[config.mk]
export PLATFORM = sky130hd
export DESIGN_NAME = fpsc_codec
export DESIGN_NICKNAME = d
export VERILOG_FILES = /design/src/design/fpsc_pkg.sv /design/src/design/fpsc_codec.sv
export VERILOG_INCLUDE_DIRS = /design/src /design/src/design
export SDC_FILE = /design/constraint.sdc
export NUM_CORES = 1
export LEC_CHECK = 0
export ABC_AREA = 1
export ABC_CLOCK_PERIOD_IN_PS = 2500
export BUFFER_PORTS_ARGS = -buffer_cell sky130_fd_sc_hd__buf_2
export CORE_MARGIN = 10
export CORE_UTILIZATION = 30
export DETAILED_ROUTE_END_ITERATION = 8
export HOLD_SLACK_MARGIN = 0.1
export PLACE_DENSITY = 0.42
export SYNTH_ARGS = -nofsm -noshare
export SYNTH_HDL_FRONTEND = slang
export SYNTH_SLANG_ARGS = --single-unit
export TNS_END_PERCENT = 5
[constraint.sdc]
create_clock -name ref_clk_i -period 2.5 [get_ports ref_clk_i]
set_clock_uncertainty 0.05 [all_clocks]
set_input_delay 0.375 -clock ref_clk_i [delete_from_list [all_inputs] [get_ports ref_clk_i]]
set_output_delay 0.375 -clock ref_clk_i [all_outputs]
set_load 0.02 [all_outputs]
[src/design/fpsc_params.svh]
`ifndef FPSC_PARAMS_SVH
`define FPSC_PARAMS_SVH

// ==========================================================
// link word layout and clock
// ==========================================================
`define FPSC_LINK_FREQ_KHZ 12500
`define FPSC_CLK_FREQ_KHZ 125000
`define FPSC_BYTE_W 8
`define FPSC_WORD_W 10

// ==========================================================
// fixed outgoing control codes (flag 1)
// ==========================================================
`define FPSC_CODE_JK 8'hdd
`define FPSC_CODE_IDLE 8'haa
`define FPSC_NIB_RESET 4'h6
`define FPSC_NIB_SET 4'h7
`define FPSC_NIB_TERM 4'h5
`define FPSC_NIB_ED 4'h5
`define FPSC_NIB_JK 4'hd
`define FPSC_NIB_ZERO 4'h0

// ==========================================================
// transmit buffer
// ==========================================================
`define FPSC_FIFO_DEPTH 32
`define FPSC_FIFO_AW 5

`endif

[src/design/fpsc_pkg.sv]
package fpsc_pkg;

    // outgoing request kinds
    typedef enum logic [2:0] {
        FPSC_TX_DATA = 3'b000,
        FPSC_TX_JK = 3'b001,
        FPSC_TX_IDLE = 3'b010,
        FPSC_TX_FS = 3'b011,
        FPSC_TX_FS_RPT = 3'b100,
        FPSC_TX_ED = 3'b101
    } fpsc_tx_kind_t;

    // incoming byte classes
    typedef enum logic [3:0] {
        FPSC_RX_DATA = 4'b0000,
        FPSC_RX_JK = 4'b0001,
        FPSC_RX_IDLE = 4'b0010,
        FPSC_RX_INVALID = 4'b0011,
        FPSC_RX_FS = 4'b0100,
        FPSC_RX_ED = 4'b0101,
        FPSC_RX_MIXED = 4'b0110,
        FPSC_RX_DATA_IDLE = 4'b0111,
        FPSC_RX_VIOL = 4'b1000
    } fpsc_rx_class_t;

endpackage

[src/design/fpsc_codec.sv]
`timescale 1ns/1ps
`include "fpsc_params.svh"

// ==========================================================
// request buffer: plain synchronous fifo
// ==========================================================
module fpsc_fifo #(
    parameter int WIDTH = 11,
    parameter int DEPTH = `FPSC_FIFO_DEPTH,
    parameter int AW = `FPSC_FIFO_AW
) (
    // clock and reset
    input wire logic ref_clk_i,
    input wire logic resetn_i,
    input wire logic clk_en_i,
    // fill side
    input wire logic in_valid_i,
    output logic in_ready_o,
    input wire logic [WIDTH-1:0] in_data_i,
    // drain side
    output logic out_valid_o,
    input wire logic out_ready_i,
    output logic [WIDTH-1:0] out_data_o
);
    logic [WIDTH-1:0] mem [DEPTH];    // storage array
    logic [AW-1:0] wr_ptr_reg;        // next slot to write
    logic [AW-1:0] rd_ptr_reg;        // next slot to read
    logic [AW:0] count_reg;           // words held, one bit wider
    logic push;
    logic pop;
    logic [AW:0] count_next;          // occupancy after this edge

    assign out_valid_o = (count_reg != '0);
    assign out_data_o = mem[rd_ptr_reg];
    assign push = in_valid_i && in_ready_o && clk_en_i;
    assign pop = out_valid_o && out_ready_i && clk_en_i;

    // occupancy next value; ready is derived from it one edge early
    always_comb begin
        count_next = count_reg;
        if (push && !pop) begin
            count_next = count_reg + 1'b1;
        end else if (pop && !push) begin
            count_next = count_reg - 1'b1;
        end
    end

    // storage has no reset; only written slots are ever read
    always_ff @(posedge ref_clk_i) begin
        if (push) begin
            mem[wr_ptr_reg] <= in_data_i;
        end
    end

    // pointers and occupancy
    always_ff @(posedge ref_clk_i or negedge resetn_i) begin
        if (!resetn_i) begin
            wr_ptr_reg <= '0;
            rd_ptr_reg <= '0;
            count_reg <= '0;
            in_ready_o <= 1'b1;
        end else begin
            if (push) begin
                wr_ptr_reg <= wr_ptr_reg + 1'b1;
            end
            if (pop) begin
                rd_ptr_reg <= rd_ptr_reg + 1'b1;
            end
            count_reg <= count_next;
            // ready registered so the port comes straight from a flop
            in_ready_o <= (count_next != (AW+1)'(DEPTH));
        end
    end
endmodule

// Function
// - one pair byte per byte clock, both ways
// - outgoing flag low data, high control
// - outgoing parity odd over ten bits
// - incoming flag picks data or control decode
// - data byte with bad parity is violation
// - data pair passes unchanged, high nibble first
// - start delimiter on high nibble only
// - idle only in active/idle line state
// - remaining control codes decode or violate
// - never send mixed control/data pairs
// - fixed start delimiter and idle codes
// - fixed ending delimiter codes
// - frame status codes with odd parity
// - word is nine-bit code plus parity
// - forward, never originate RS RT ST
module fpsc_codec (
    // clock, enable and reset
    input wire logic ref_clk_i,
    input wire logic resetn_i,
    input wire logic clk_en_i,
    // incoming link from the physical layer
    input wire logic rx_pair_parity_i,
    input wire logic rx_pair_ctrl_flag_i,
    input wire logic [7:0] rx_pair_byte_i,
    input wire logic active_line_state_i,
    input wire logic idle_line_state_i,
    // decoded incoming stream
    output logic [7:0] rx_byte_o,
    output fpsc_pkg::fpsc_rx_class_t rx_class_o,
    output logic line_invalid_indication_o,
    output logic rx_code_violation_o,
    // outgoing request from the ring logic
    input wire logic tx_req_valid_i,
    output logic tx_req_ready_o,
    input wire fpsc_pkg::fpsc_tx_kind_t tx_req_kind_i,
    input wire logic [7:0] tx_req_byte_i,
    input wire logic tx_hold_i,
    // outgoing link to the physical layer
    output logic tx_pair_parity_o,
    output logic tx_pair_ctrl_flag_o,
    output logic [7:0] tx_pair_byte_o,
    output logic tx_reject_o
);
    // ==========================================================
    // decode helpers
    // ==========================================================

    // odd parity bit over flag and byte
    function automatic logic odd_par(input logic flag, input logic [7:0] b);
        odd_par = ~^{flag, b};
    endfunction

    // classify one incoming link word
    function automatic fpsc_pkg::fpsc_rx_class_t classify(
        input logic par,
        input logic flag,
        input logic [7:0] b,
        input logic line_ok
    );
        logic [3:0] hi;
        logic [3:0] lo;
        hi = b[7:4];
        lo = b[3:0];
        if (!flag) begin
            // flag low selects data decoding
            if (par != odd_par(flag, b)) begin
                classify = fpsc_pkg::FPSC_RX_VIOL;
            end else begin
                classify = fpsc_pkg::FPSC_RX_DATA;
            end
        end else if (hi == `FPSC_NIB_JK) begin
            classify = fpsc_pkg::FPSC_RX_JK;    // low nibble ignored
        end else if (hi[2:0] == 3'b011 && (lo[2] || lo[1])) begin
            // invalid code outranks the idle overlap at 1011
            classify = fpsc_pkg::FPSC_RX_INVALID;
        end else if (hi[3:2] == 2'b10) begin
            // idle only counts as idle in active or idle line state
            classify = line_ok ? fpsc_pkg::FPSC_RX_IDLE
                               : fpsc_pkg::FPSC_RX_INVALID;
        end else if (hi == `FPSC_NIB_ZERO && lo[3:2] == 2'b10) begin
            classify = fpsc_pkg::FPSC_RX_DATA_IDLE;
        end else if (hi == `FPSC_NIB_ZERO && lo == `FPSC_NIB_TERM) begin
            classify = fpsc_pkg::FPSC_RX_MIXED;
        end else if (hi == `FPSC_NIB_RESET || hi == `FPSC_NIB_SET) begin
            classify = fpsc_pkg::FPSC_RX_FS;
        end else if (hi == `FPSC_NIB_ED) begin
            classify = fpsc_pkg::FPSC_RX_ED;
        end else begin
            classify = fpsc_pkg::FPSC_RX_VIOL;
        end
    endfunction

    // legal second symbol of a status or delimiter pair
    function automatic logic lo_ok(input logic [3:0] lo);
        lo_ok = (lo == `FPSC_NIB_RESET) || (lo == `FPSC_NIB_SET) ||
                (lo == `FPSC_NIB_TERM);
    endfunction

    // ==========================================================
    // receive path
    // ==========================================================
    logic rx_par_reg;          // captured parity bit
    logic rx_flag_reg;         // captured control flag
    logic [7:0] rx_b_reg;      // captured pair byte
    logic rx_line_ok_reg;      // line state allowed idle
    fpsc_pkg::fpsc_rx_class_t rx_class_next;

    // capture the link word; partner shares our byte clock
    always_ff @(posedge ref_clk_i or negedge resetn_i) begin
        if (!resetn_i) begin
            rx_par_reg <= 1'b0;
            rx_flag_reg <= 1'b1;
            rx_b_reg <= `FPSC_CODE_IDLE;
            rx_line_ok_reg <= 1'b0;
        end else if (clk_en_i) begin
            rx_par_reg <= rx_pair_parity_i;
            rx_flag_reg <= rx_pair_ctrl_flag_i;
            rx_b_reg <= rx_pair_byte_i;
            rx_line_ok_reg <= active_line_state_i || idle_line_state_i;
        end
    end

    // nine code bits, parity and line state give the class
    always_comb begin
        rx_class_next = classify(rx_par_reg, rx_flag_reg, rx_b_reg,
                                 rx_line_ok_reg);
    end

    // decoded outputs, one stage after capture
    always_ff @(posedge ref_clk_i or negedge resetn_i) begin
        if (!resetn_i) begin
            rx_byte_o <= `FPSC_CODE_IDLE;
            rx_class_o <= fpsc_pkg::FPSC_RX_INVALID;
            line_invalid_indication_o <= 1'b0;
            rx_code_violation_o <= 1'b0;
        end else if (clk_en_i) begin
            rx_byte_o <= rx_b_reg;    // byte passes unchanged
            rx_class_o <= rx_class_next;
            line_invalid_indication_o <=
                (rx_class_next == fpsc_pkg::FPSC_RX_INVALID);
            rx_code_violation_o <=
                (rx_class_next == fpsc_pkg::FPSC_RX_VIOL);
        end
    end

    // ==========================================================
    // transmit request buffer
    // ==========================================================
    logic buf_valid;            // a request waits
    logic buf_ready;            // encoder takes it
    logic [10:0] buf_data;      // kind and byte
    fpsc_pkg::fpsc_tx_kind_t cur_kind;
    logic [7:0] cur_byte;

    // hold stalls the drain so bursts really fill the buffer
    assign buf_ready = !tx_hold_i;
    assign cur_kind = fpsc_pkg::fpsc_tx_kind_t'(buf_data[10:8]);
    assign cur_byte = buf_data[7:0];

    fpsc_fifo #(
        .WIDTH(11),
        .DEPTH(`FPSC_FIFO_DEPTH),
        .AW(`FPSC_FIFO_AW)
    ) u_fifo (
        .ref_clk_i(ref_clk_i),
        .resetn_i(resetn_i),
        .clk_en_i(clk_en_i),
        .in_valid_i(tx_req_valid_i),
        .in_ready_o(tx_req_ready_o),
        .in_data_i({tx_req_kind_i, tx_req_byte_i}),
        .out_valid_o(buf_valid),
        .out_ready_i(buf_ready),
        .out_data_o(buf_data)
    );

    // ==========================================================
    // transmit encoder
    // ==========================================================
    logic tx_flag_next;
    logic [7:0] tx_byte_next;
    logic tx_rej_next;
    logic [3:0] req_hi;
    logic [3:0] req_lo;

    assign req_hi = cur_byte[7:4];
    assign req_lo = cur_byte[3:0];

    // pick the outgoing code; idle fills every empty slot
    always_comb begin
        tx_flag_next = 1'b1;
        tx_byte_next = `FPSC_CODE_IDLE;
        tx_rej_next = 1'b0;
        if (buf_valid && buf_ready) begin
            case (cur_kind)
                fpsc_pkg::FPSC_TX_DATA: begin
                    tx_flag_next = 1'b0;
                    tx_byte_next = cur_byte;
                end
                fpsc_pkg::FPSC_TX_JK: begin
                    tx_byte_next = `FPSC_CODE_JK;
                end
                fpsc_pkg::FPSC_TX_IDLE: begin
                    tx_byte_next = `FPSC_CODE_IDLE;
                end
                fpsc_pkg::FPSC_TX_FS, fpsc_pkg::FPSC_TX_FS_RPT: begin
                    // status pairs: R/S then R/S/T when repeated, only RR or SS when originated, else refused
                    if ((req_hi == `FPSC_NIB_RESET || req_hi == `FPSC_NIB_SET)
                        && lo_ok(req_lo)
                        && (cur_kind == fpsc_pkg::FPSC_TX_FS_RPT
                            || req_lo == req_hi)) begin
                        tx_byte_next = cur_byte;
                    end else begin
                        tx_rej_next = 1'b1;
                    end
                end
                fpsc_pkg::FPSC_TX_ED: begin
                    // ending delimiter with R, S or T second symbol
                    if (lo_ok(req_lo)) begin
                        tx_byte_next = {`FPSC_NIB_ED, req_lo};
                    end else begin
                        tx_rej_next = 1'b1;
                    end
                end
                default: begin
                    // no mixed pair kind exists; unknown kinds refused
                    tx_rej_next = 1'b1;
                end
            endcase
        end
    end

    // drive the link word, idle while in reset
    always_ff @(posedge ref_clk_i or negedge resetn_i) begin
        if (!resetn_i) begin
            tx_pair_ctrl_flag_o <= 1'b1;
            tx_pair_byte_o <= `FPSC_CODE_IDLE;
            tx_pair_parity_o <= 1'b0;    // idle is odd already
        end else if (clk_en_i) begin
            tx_pair_ctrl_flag_o <= tx_flag_next;
            tx_pair_byte_o <= tx_byte_next;
            tx_pair_parity_o <= odd_par(tx_flag_next, tx_byte_next);
        end
    end

    // refused request flag, one cycle per refused word
    always_ff @(posedge ref_clk_i or negedge resetn_i) begin
        if (!resetn_i) begin
            tx_reject_o <= 1'b0;
        end else if (clk_en_i) begin
            tx_reject_o <= tx_rej_next;
        end
    end
endmodule

==> After elaboration in Yosys (flattened, before gate mapping) <==
Memories as Yosys holds them, arrays and structs flattened.
Index checks and enable logic that the tools add are counted.
{ "totals": {"output_inout_bits": 26, "latchBits": 0, "mem_count": 1, "input_bits": 28, "rom_bits": 0, "reg_bits": 53, "ramBits": 352} }
{ "classes": {"n_lt_le_gt_ge": 0, "n_reduce_logical": 28, "mux": 24, "div": 0, "bitwise_logic": 0, "eq_ne": 23, "shift": 0, "n_mul": 0, "add_sub_neg": 4} }
{ "mem_list": {"columns": ["memory", "depth", "word_bits", "read_ports", "rd_ports_with_merged_regs", "wr", "line_no", "rtl"], "rows": [
  ["u_fifo.mem", 32, 11, 1, 0, 1, "fpsc_codec.sv:25", "logic [WIDTH-1:0] mem [DEPTH];"]
]} }
{ "op_table": {"columns": ["operator", "count"], "rows": [
  ["4-bit by 3-bit == test with 1-bit output (second input constant)", 9],
  ["4-bit 2-to-1 mux", 9],
  ["8-bit one-hot mux with 4 select lines", 1],
  ["8-bit 2-to-1 mux", 3],
  ["9-bit XNOR reduction", 2],
  ["6-bit 2-to-1 mux", 2],
  ["1-bit logical AND", 11],
  ["5-bit by 1-bit adder with 5-bit output (second input constant)", 2],
  ["3-bit by 2-bit == test with 1-bit output (second input constant)", 3],
  ["4-bit == test (second input constant)", 2],
  ["1-bit 2-to-1 mux", 8],
  ["1-bit logical OR", 7],
  ["6-bit by 1-bit adder with 6-bit output (second input constant)", 1],
  ["3-bit == test (second input constant)", 2],
  ["6-bit != test (second input constant)", 1],
  ["6-bit nonzero test", 1],
  ["6-bit by 1-bit subtractor with 6-bit output (second input constant)", 1],
  ["2-bit == test (second input constant)", 2],
  ["4-bit by 2-bit == test with 1-bit output (second input constant)", 1],
  ["4-bit == test", 1],
  ["4-bit zero test", 1],
  ["3-bit by 1-bit == test with 1-bit output (second input constant)", 1],
  ["1-bit zero test", 3],
  ["3-bit zero test", 1],
  ["4 further kinds", 4]
]} }

==> Depth between registers and ports, before layout <==
Gate-level depths: netlist of the first run.
{ "depth": {"depth_word": 10, "depth_mapped": 28, "mapped_depth_nobuf": 25} }

==> Hierarchy <==
Synthesis of the first run repeated with hierarchy kept, for this count alone.
{ "unflattened": {"cells_unflattened": 1510, "area_unflattened_um2": 17234.0} }
{ "by_module_without_submodules": {"columns": ["mod", "area_each_um2", "seq_area_each_um2", "instances", "cells_each"], "rows": [
  ["fpsc_fifo", 15127.0, 10996.8, 1, 1231],
  ["fpsc_codec", 2107.0, 920.9, 1, 279]
]} }

==> Worst setup path after synthesis of the first run <==
OpenSTA, ideal clock, no wires.
{ "synth_path": {"path_type": "register to register", "from": "register u_fifo.rd_ptr_reg[0]", "to": "register tx_pair_parity_o", "stages_incl_launch_ff": 24, "setup_ps": 124, "required_ps": 2326, "slack_ps": 7, "arrival_ps": 2319, "synth_period_minus_slack_ps": 2493, "cell_sequence": "dfrtp_1 -> buf_6 -> inv_4 -> buf_8 -> buf_4 -> nand2_1 -> nand3_1 -> nand2_1 -> a21oi_1 -> nand3b_1 -> nand2_4 -> nand3_1 -> nand2_2 -> nand2_2 -> nand2_2 -> nand3_2 -> nor2_2 -> nand2_1 -> nand2_1 -> nand3_1 -> nand2_1 -> nand2_1 -> nand3_1 -> nand3_1"} }
{ "synth_via": {"elab_chain_len": 10, "elab_cells_between_ends": 26, "classes_between": "10 x eq/ne; 6 x mux; 9 x reduce/logical; 1 x memory"} }
{ "synth_rtl": {"columns": ["item", "line_no", "rtl"], "rows": [
  ["start: declaration", "fpsc_codec.sv:27", "logic [AW-1:0] rd_ptr_reg;"],
  ["start signal: assignment", "fpsc_codec.sv:67", "rd_ptr_reg <= rd_ptr_reg + 1'b1;"],
  ["memory read 32 x 11 bit (*)", null, null],
  ["4-bit by 3-bit == test with 1-bit output (no source line)", null, null],
  ["1-bit logical OR (2 in a row)", "fpsc_codec.sv:171", "lo_ok = (lo == `FPSC_NIB_RESET) || (lo == `FPSC_NIB_SET) ||"],
  ["1-bit logical AND (2 in a row)", "fpsc_codec.sv:283", "if ((req_hi == `FPSC_NIB_RESET || req_hi == `FPSC_NIB_SET)"],
  ["8-bit 2-to-1 mux", "fpsc_codec.sv:283", null],
  ["8-bit one-hot mux with 4 select lines", "fpsc_codec.sv:270", "case (cur_kind)"],
  ["8-bit 2-to-1 mux", "fpsc_codec.sv:269", "if (buf_valid && buf_ready) begin"],
  ["9-bit XNOR reduction (*)", "fpsc_codec.sv:126", "odd_par = ~^{flag, b};"],
  ["end signal: assignment", "fpsc_codec.sv:317", "tx_pair_parity_o <= odd_par(tx_flag_next, tx_byte_next);"],
  ["end: declaration", "fpsc_codec.sv:115", "output logic tx_pair_parity_o,"]
]} }
Every way passes the cells marked *; elsewhere a longest branch is shown, timed or not.
A chain may end at the register's enable or synchronous reset.

==> Worst setup path in the final report of the first run <==
Ends and elaborated chain as after synthesis.

==> Implementation_results.wiki, run 1 <==
{| class="wikitable"
! Metric !! Value
|-
| Worst min-delay path class || input port to register
|-
| Count leader, synth || sky130_fd_sc_hd__nand2_1
|-
| Core Box Area || 57700 um^2
|-
| Violations in the final reports || setup timing
|-
| Sum of internal, switching and leakage power || about 26000 uW
|-
| Maximum number of pins on one net before global-route repair || 45
|-
| Standby leakage power || 0.00839 uW
|-
| Avg WL per Cell || 19.6 um
|-
| Share of cell area taken by muxes after synthesis || 0%
|-
| Buffer levels on the longest clock path || 3
|-
| Post-route setup TNS || -3.53 ns
|-
| Min Hold Slack || 0.214 ns
|-
| Power density of the placed cells || 1220 nW/um^2
|-
| CTS tree || yes
|-
| Slew at the pin with the worst max-slew slack || between 0.8 and 0.9 ns
|-
| Avg Vias per Cell || between 4 and 5
|-
| Number of enable flip-flop cells after synthesis || 352
|-
| Final setup margin || -0.670 ns
|-
| Post-synthesis adder-cell area fraction || 1.36%
|-
| Average cell area after synthesis || 10.9 um^2
|-
| Max Cap Violations || 0
|-
| Critical path origin || u_fifo.rd_ptr_reg[0]$_DFFE_PN0P_
|-
| Post-synthesis net count || 1644
|-
| Worst slew margin || about 43%
|-
| Leading area contributor after synthesis || sky130_fd_sc_hd__edfxtp_1
|-
| Startpoint of the lowest-slack hold path || tx_req_byte_i[3]
|-
| Cell count after synthesis || 1597
|-
| Type of element launching the critical path || register
|-
| Clock transition at the registers of the reported paths || 0.06 ns
|-
| Number of global-route vias before repair || 12004
|-
| Post-synthesis share of cell area spent on xor and xnor gates || less than 1%
|-
| Number of placed cells counting well taps || 2493
|-
| Die width || 261 um
|-
| Vias after detailed routing || 12116
|-
| Most numerous cell on the critical path || sky130_fd_sc_hd__nand2_1
|-
| Final cycle utilization of the critical path || 127%
|-
| Count of antenna diodes in the layout || 0
|-
| Number of fillers in the final layout || 5707
|-
| Layout area overhead || 24.0%
|-
| Data arrival time at the worst-slack endpoint || around 3.6 ns
|-
| Overflow after GRT || 0
|-
| Depth of the CTS H-tree || 2
|-
| Simple logic cell fraction of the synthesized area || 19.1%
|-
| # port buffers || 53
|-
| Top Ports || 54
|-
| Post-Synthesis Cell Area || 17500 um^2
|-
| Initial antenna violation count || 0
|-
| Number of hold violations in the final report || 0
|-
| R2R Path Start || u_fifo.rd_ptr_reg[0]$_DFFE_PN0P_
|-
| Top-area cell type share of the netlist area || 60.5%
|-
| Antenna-violating nets left || 0
|-
| Bufs and invs on worst path || 2
|-
| Share of post-route cells with drive strength above 1 || about a fifth
|-
| Final max-slew violation count || 0
|-
| Setup CP Type || register to register
|-
| Achievable clock frequency || roughly 320 MHz
|-
| Num CTS Buffers || 48
|-
| Clock sink count || roughly 410
|-
| Setup repair after global routing missed its margin || yes
|-
| Syn. warnings || 0
|-
| Worst-path maximum fanout || 17
|-
| Global-route wire length before repair || ~76000 um
|-
| Top reg by flops || u_fifo.mem
|-
| Cell variety after synth || 40
|-
| Number of remaining DRC errors || 0
|-
| Main area contributors after synthesis || sky130_fd_sc_hd__edfxtp_1, sky130_fd_sc_hd__nand2_1, sky130_fd_sc_hd__dfrtp_1
|-
| TritonRoute pass-1 iters || 5
|-
| Dominant combinational cell family by area after synthesis || simple AND/OR/NAND/NOR gates
|-
| Result of the run || complete, but fails checks
|-
| Required time worst endpoint || 2.91 ns
|-
| Largest delay contributor family on the critical path || simple AND/OR/NAND/NOR gates
|-
| Maximum resistive drop on vdd || ~0.00054 V
|-
| Number of nets at the end of the flow || 1849
|-
| Critical path cell sequence || buf_12 > clkbuf_16 > nor2_1 > nor2_1 > o21ai_1 > o21ai_1 > o211ai_1 > nand2_1 > nand2_2 > nand2_1 > nor2_4 > nand2_2 > nand2_2 > nand3_4 > nor2_4 > nand2_1 > nand2_1 > nand3_1 > nand2_1 > nand2_1 > nand3_1 > nand3_1
|-
| Site row count || 88
|-
| Number of standard cells in the layout, taps in and fillers out || about 2600
|-
| CP Capture Type || register
|-
| Total of endpoints with negative setup slack in the final report || 10
|-
| Clock root cell || sky130_fd_sc_hd__clkbuf_16
|-
| Total of flip-flops plus latches after synthesis || between 400 and 500
|-
| Number of flip-flops in the largest register || 352
|-
| Cell Area, Placed || 19700 um^2
|-
| Post-layout min period || 3.17 ns
|-
| Global placer's final weighted congestion || 0.807
|-
| Async set-or-reset flop fraction in the synthesized netlist || 13.1%
|-
| Global routing usage summed across all routing layers || ~15%
|-
| Synthesized-area fraction occupied by ao, oa, aoi and oai cells || roughly 6.1%
|-
| Worst stage delay on the critical path || 0.58 ns
|-
| Chip height || approximately 260 um
|-
| Total Wirelength || ~50000 um
|-
| Most instantiated flip-flop cell in the synthesis netlist || sky130_fd_sc_hd__edfxtp_1
|-
| Commonest cells in the synthesized netlist || sky130_fd_sc_hd__nand2_1, sky130_fd_sc_hd__edfxtp_1, sky130_fd_sc_hd__nor2_1
|-
| CP max stage cell || sky130_fd_sc_hd__dfrtp_4
|-
| First-iteration detailed-routing DRC count || between 800 and 900
|-
| Worst-skew pair later-pin latency || 0.58 ns
|-
| Finished layout cell area || between 20000 and 25000 um^2
|-
| Effective utilization at floorplan || 30.3%
|-
| Sequential share of the synthesized area || between 60% and 70%
|-
| Half-perimeter wire length of the detailed placement result || 32500 um
|-
| Full die area || between 60000 and 70000 um^2
|}
kinds of logic after synthesis:
family / after synthesis
and+or+nand+nor: 803
AOI/OAI and AO/OA: 197
adders and majority gates: 19
buffers and inverters: 158
xor gates and xnor gates: 15
DFF: 405
worst reg2reg max path: cells and delay by family, from the launching register on:
kind            cells  cell delay (ns)
compound gates      3             0.53
simple gates       17             1.54
flops               1             0.58
buf+inv             2             0.35
repair_timing:
action	CTS	global route
hold endpoints to repair	33	0
gates cloned	1	3
hold buffers	13	0
buffers inserted	0	7
pin swaps	2	10
resized for setup	10	42
endpoints found under the setup margin	11	12
routing by layer:
metal,up-vias,GRT usage [%],part of all wire (%)
met5,-,0,0
met4,0,4.69,2.2
met3,68,2.22,3.7
met2,202,24.1,48
met1,5960,19.6,46
li1,5886,-,-
power by group:
group          switching (uW)  total (uW)  internal, uW
combinational            7130       11600          4520
clock                    2730        6720          3990
sequential                289        8130          7840
total                   10100       26500         16300
cells in the final DEF, fill, tap and decap left out, drive strengths merged, types with 3 or more instances in the layout:
| master | instances |
|---|---|
| nand3 | 150 |
| o31ai | 3 |
| nor2 | 236 |
| nand4 | 10 |
| dlygate4sd3 | 13 |
| a21oi | 33 |
| or2 | 6 |
| o21ai | 136 |
| xor2 | 13 |
| buf | 216 |
| clkbuf | 64 |
| inv | 81 |
| dfrtp | 36 |
| bufinv | 4 |
| nand2 | 397 |
| edfxtp | 352 |
| o211ai | 18 |
| ha | 19 |
| dfstp | 17 |
| clkinv | 18 |
metrics by stage:
step	worst slack, ns	util, %
final	-0.670	37.5
after floorplan	0.00714	-
after global placement	-0.741	34.1
after global routing	-0.861	37.5
after detailed placement	-0.708	34.1
after CTS	-0.617	37.0
layout make-up:
type	instances	area [um^2]	share of cell area, %
clock buffers	61	1270	5.87
clock inverters	24	221	1.02
inverters	80	310	1.43
multi-input cells	1034	4940	22.8
flip-flops and latches	405	11900	55.0
well taps	765	957	4.42
repair buffers	233	2040	9.41
final timing paths:
check                                                to  slack (ns)  cells after the start
max in group asynchronous       rx_b_reg[5]$_DFFE_PN1P_        1.46                      3
max                        tx_pair_parity_o$_DFFE_PN0P_       -0.67                     22
max reg2reg                tx_pair_parity_o$_DFFE_PN0P_       -0.67                     22
min                         u_fifo.mem[23][3]$_DFFE_PP_        0.21                      2
min reg2reg                   rx_class_o[0]$_DFFE_PN1P_        0.42                      2
min in group asynchronous     rx_class_o[3]$_DFFE_PN0P_        0.28                      2
(Power assumes the default switching activity.)
==> inputs of run 2 (changes only) <==
- ABC_AREA: 1 -> unset
==> Implementation_results.wiki, run 2 <==
{| class="wikitable"
! Metric !! Value
|-
| Result of the run || complete, but fails checks
|-
| Violations in the final reports || setup timing
|-
| Relative contribution of combinational cells to total power || between 40% and 50%
|-
| Final max-slew violation count || 0
|-
| Slew at the pin with the worst max-slew slack || approximately 0.77 ns
|-
| Total of flip-flops plus latches after synthesis || 405
|-
| First-iteration detailed-routing DRC count || 696
|-
| Combined flip-flop and latch cell area || between 10000 and 15000 um^2
|-
| Worst stage delay on the critical path || 0.57 ns
|-
| Top reg by flops || u_fifo.mem
|-
| Power spent charging and discharging nets || 8740 uW
|-
| Initial antenna violation count || 2
|-
| Clock transition at the registers of the reported paths || 0.06 ns
|-
| Vias after detailed routing || 9622
|-
| Required time worst endpoint || 2.89 ns
|-
| Depth of the CTS H-tree || 2
|-
| CP Capture Type || register
|-
| Buffer levels on the longest clock path || 3
|-
| Post-layout min period || 4.15 ns
|-
| Max Cap Violations || 0
|-
| Top Ports || 54
|-
| Antenna-violating nets left || 0
|-
| Clock root cell || sky130_fd_sc_hd__clkbuf_16
|-
| Effective utilization at floorplan || 30.3%
|-
| Type of element launching the critical path || register
|-
| Maximum resistive drop on vdd || approximately 0.00081 V
|-
| Syn. warnings || 0
|-
| Total of endpoints with negative setup slack in the final report || 11
|-
| Most common library cell in the layout ignoring fill and taps || sky130_fd_sc_hd__edfxtp_1
|-
| Power density of the placed cells || approximately 1200 nW/um^2
|-
| Site row count || 86
|-
| Post-Synthesis Cell Area || 16700 um^2
|-
| Data arrival time at the worst-slack endpoint || 4.55 ns
|-
| Global routing usage summed across all routing layers || about 14%
|-
| Setup CP Type || register to register
|-
| Chip height || 256 um
|-
| Finished layout cell area || 21000 um^2
|-
| Largest delay contributor family on the critical path || simple AND/OR/NAND/NOR gates
|-
| Sequential share of the synthesized area || between 70 and 80%
|-
| Num CTS Buffers || 46
|-
| Cell variety after synth || 68
|-
| Most numerous cell on the critical path || sky130_fd_sc_hd__or4_4
|-
| Worst-skew pair later-pin latency || 0.59 ns
|-
| Final setup margin || -1.65 ns
|-
| Setup repair after global routing missed its margin || yes
|-
| Main area contributors after synthesis || sky130_fd_sc_hd__edfxtp_1, sky130_fd_sc_hd__mux4_2, sky130_fd_sc_hd__dfrtp_1
|-
| Layout area overhead || 25.7%
|-
| Switching share of power || between 30% and 40%
|-
| Int Power || 16700 uW
|-
| Number of flip-flops in the largest register || 352
|-
| Cell count after synthesis || 960
|-
| Total Wirelength || 45700 um
|-
| CP max stage cell || sky130_fd_sc_hd__or4_4
|-
| TritonRoute pass-1 iters || 5
|-
| Full die area || 65500 um^2
|-
| Maximum number of pins on one net before global-route repair || 54
|-
| Avg WL per Cell || 22.9 um
|-
| Number of remaining DRC errors || 0
|-
| Number of global-route vias before repair || 10152
|-
| Share of post-route cells with drive strength above 1 || 35.9%
|-
| Post-synthesis net count || 1007
|-
| Most frequent cells in the layout || sky130_fd_sc_hd__edfxtp_1, sky130_fd_sc_hd__buf_4, sky130_fd_sc_hd__nor2_1
|-
| Worst min-delay path class || input port to register
|-
| Number of fillers in the final layout || 5201
|-
| Average cell area after synthesis || about 17 um^2
|-
| Commonest cells in the synthesized netlist || sky130_fd_sc_hd__edfxtp_1, sky130_fd_sc_hd__nor2_1, sky130_fd_sc_hd__mux4_2
|-
| Overflow after GRT || 0
|-
| Top-area cell type share of the netlist area || 63.2%
|-
| Global placer's final weighted congestion || 0.874
|-
| CTS tree || yes
|-
| Number of enable flip-flop cells after synthesis || ~350
|-
| Proportion of power drawn by the clock network || 24.3%
|-
| Avg Vias per Cell || 4.81
|-
| Number of hold violations in the final report || 0
|-
| Standby leakage power || 0.00743 uW
|-
| Worst-path maximum fanout || 6
|-
| Sequential power share || 32.0%
|-
| Placement-stage worst setup slack || -1.91 ns
|-
| Clock sink count || 405
|-
| Achievable clock frequency || around 240 MHz
|-
| Async set-or-reset flop fraction in the synthesized netlist || 13.1%
|-
| Critical path cell sequence || buf_12 > mux4_2 > and2_4 > a211oi_4 > buf_4 > o211ai_2 > or3_1 > or4_4 > o2bb2a_4 > mux2i_2 > or4_4 > nand4_1 > or3b_1
|-
| Final cycle utilization of the critical path || 166%
|-
| Bufs and invs on worst path || 2
|-
| Multi-input gate area || 4660 um^2
|-
| Worst slew margin || 48.6%
|-
| Number of nets at the end of the flow || between 1000 and 1500
|-
| # port buffers || between 50 and 60
|-
| Leading area contributor after synthesis || sky130_fd_sc_hd__edfxtp_1
|-
| Die width || 256 um
|-
| Count leader, synth || sky130_fd_sc_hd__edfxtp_1
|-
| Global-route wire length before repair || 68900 um
|-
| Half-perimeter wire length of the detailed placement result || 29700 um
|-
| Final core area utilization || a little under two fifths
|-
| Cell Area, Placed || 19000 um^2
|-
| Most instantiated flip-flop cell in the synthesis netlist || sky130_fd_sc_hd__edfxtp_1
|-
| Core Box Area || 55100 um^2
|}
## run 2: layer usage
metal	share of wire, %	wire [um]	global-route usage [%]	vias to the layer above
li1	-	-	-	4354
met1	48	22200	20.1	4972
met2	44	20300	21.1	225
met3	4.9	2250	2.89	67
met4	2.2	987	3.62	4
met5	0.046	21	0	-
## run 2: cell families (layout without fill, tap and decap cells)
kind of cell | after synthesis | count (layout) | share of synthesized area [%]
fa+ha+maj | 19 | 19 | 1.42
buf+inv | 70 | 362 | 2.30
simple gates | 182 | 182 | 5.26
flops | 405 | 405 | 71.3
xor+xnor | 19 | 19 | 0.996
other cells | 0 | 1 | 0
compound gates | 132 | 132 | 5.77
mux | 133 | 133 | 12.9
## run 2: worst paths after layout
| kind | start | to | slack [ns] | depth (start not counted) |
|---|---|---|---|---|
| max | u_fifo.rd_ptr_reg[0]$_DFFE_PN0P_ | tx_pair_parity_o$_DFFE_PN0P_ | -1.65 | 13 |
| min | clk_en_i | tx_pair_byte_o[4]$_DFFE_PN0P_ | 0.20 | 5 |
| max reg2reg | u_fifo.rd_ptr_reg[0]$_DFFE_PN0P_ | tx_pair_parity_o$_DFFE_PN0P_ | -1.65 | 13 |
| min reg2reg | rx_class_o[1]$_DFFE_PN1P_ | rx_class_o[1]$_DFFE_PN1P_ | 0.42 | 2 |
| max in group asynchronous | resetn_i | u_fifo.rd_ptr_reg[0]$_DFFE_PN0P_ | 1.44 | 3 |
| min in group asynchronous | resetn_i | u_fifo.wr_ptr_reg[2]$_DFFE_PN0P_ | 0.42 | 3 |
## run 2: per-stage QoR
step | total power [uW] | hold slack [ns] | setup TNS (ns) | std cells
2_1_floorplan | 13500 | 0.0294 | -4.91 | 960
3_3_place_gp | 18100 | 0.408 | -12.84 | 1882
3_5_place_dp | 18000 | 0.411 | -12.50 | 1882
4_1_cts | 25400 | 0.170 | -9.68 | 1999
5_1_grt | 26800 | 0.222 | -11.22 | 2000
6_report | 25500 | 0.202 | -9.86 | 2001
## run 2: layout make-up
cell class / instances / share of cell area [%]
multi-input cells: 485 / 22.2
flip-flops and latches: 405 / 56.8
repair buffers: 256 / 9.66
clock buffers: 60 / 5.88
inverters: 22 / 0.393
clock inverters: 24 / 0.649
diodes: 1 / 0.0119
well taps: 748 / 4.45
## run 2: power by group through the flow
stage / clock, uW / sequential (uW) / combinational, uW
after CTS: 6410 / 8150 / 10900
final: 6200 / 8160 / 11100
after detailed placement: 0 / 8330 / 9710
after floorplan: 0 / 8260 / 5260
after global routing: 6670 / 8200 / 11900
after global placement: 0 / 8320 / 9740
## run 2: repair_timing
item	CTS	global route
pin swaps	14	6
gates resized for setup	46	12
cloned	1	0
hold buffers	13	0
setup endpoints to repair	11	13
buffers inserted	21	1
endpoints found under the hold margin	47	0
## run 2: worst min-delay path, stage by stage
cell	delay [ns]
sky130_fd_sc_hd__buf_2	0.11
sky130_fd_sc_hd__inv_1	0.05
sky130_fd_sc_hd__buf_4	0.15
sky130_fd_sc_hd__nand2_1	0.05
sky130_fd_sc_hd__nand2_1	0.04
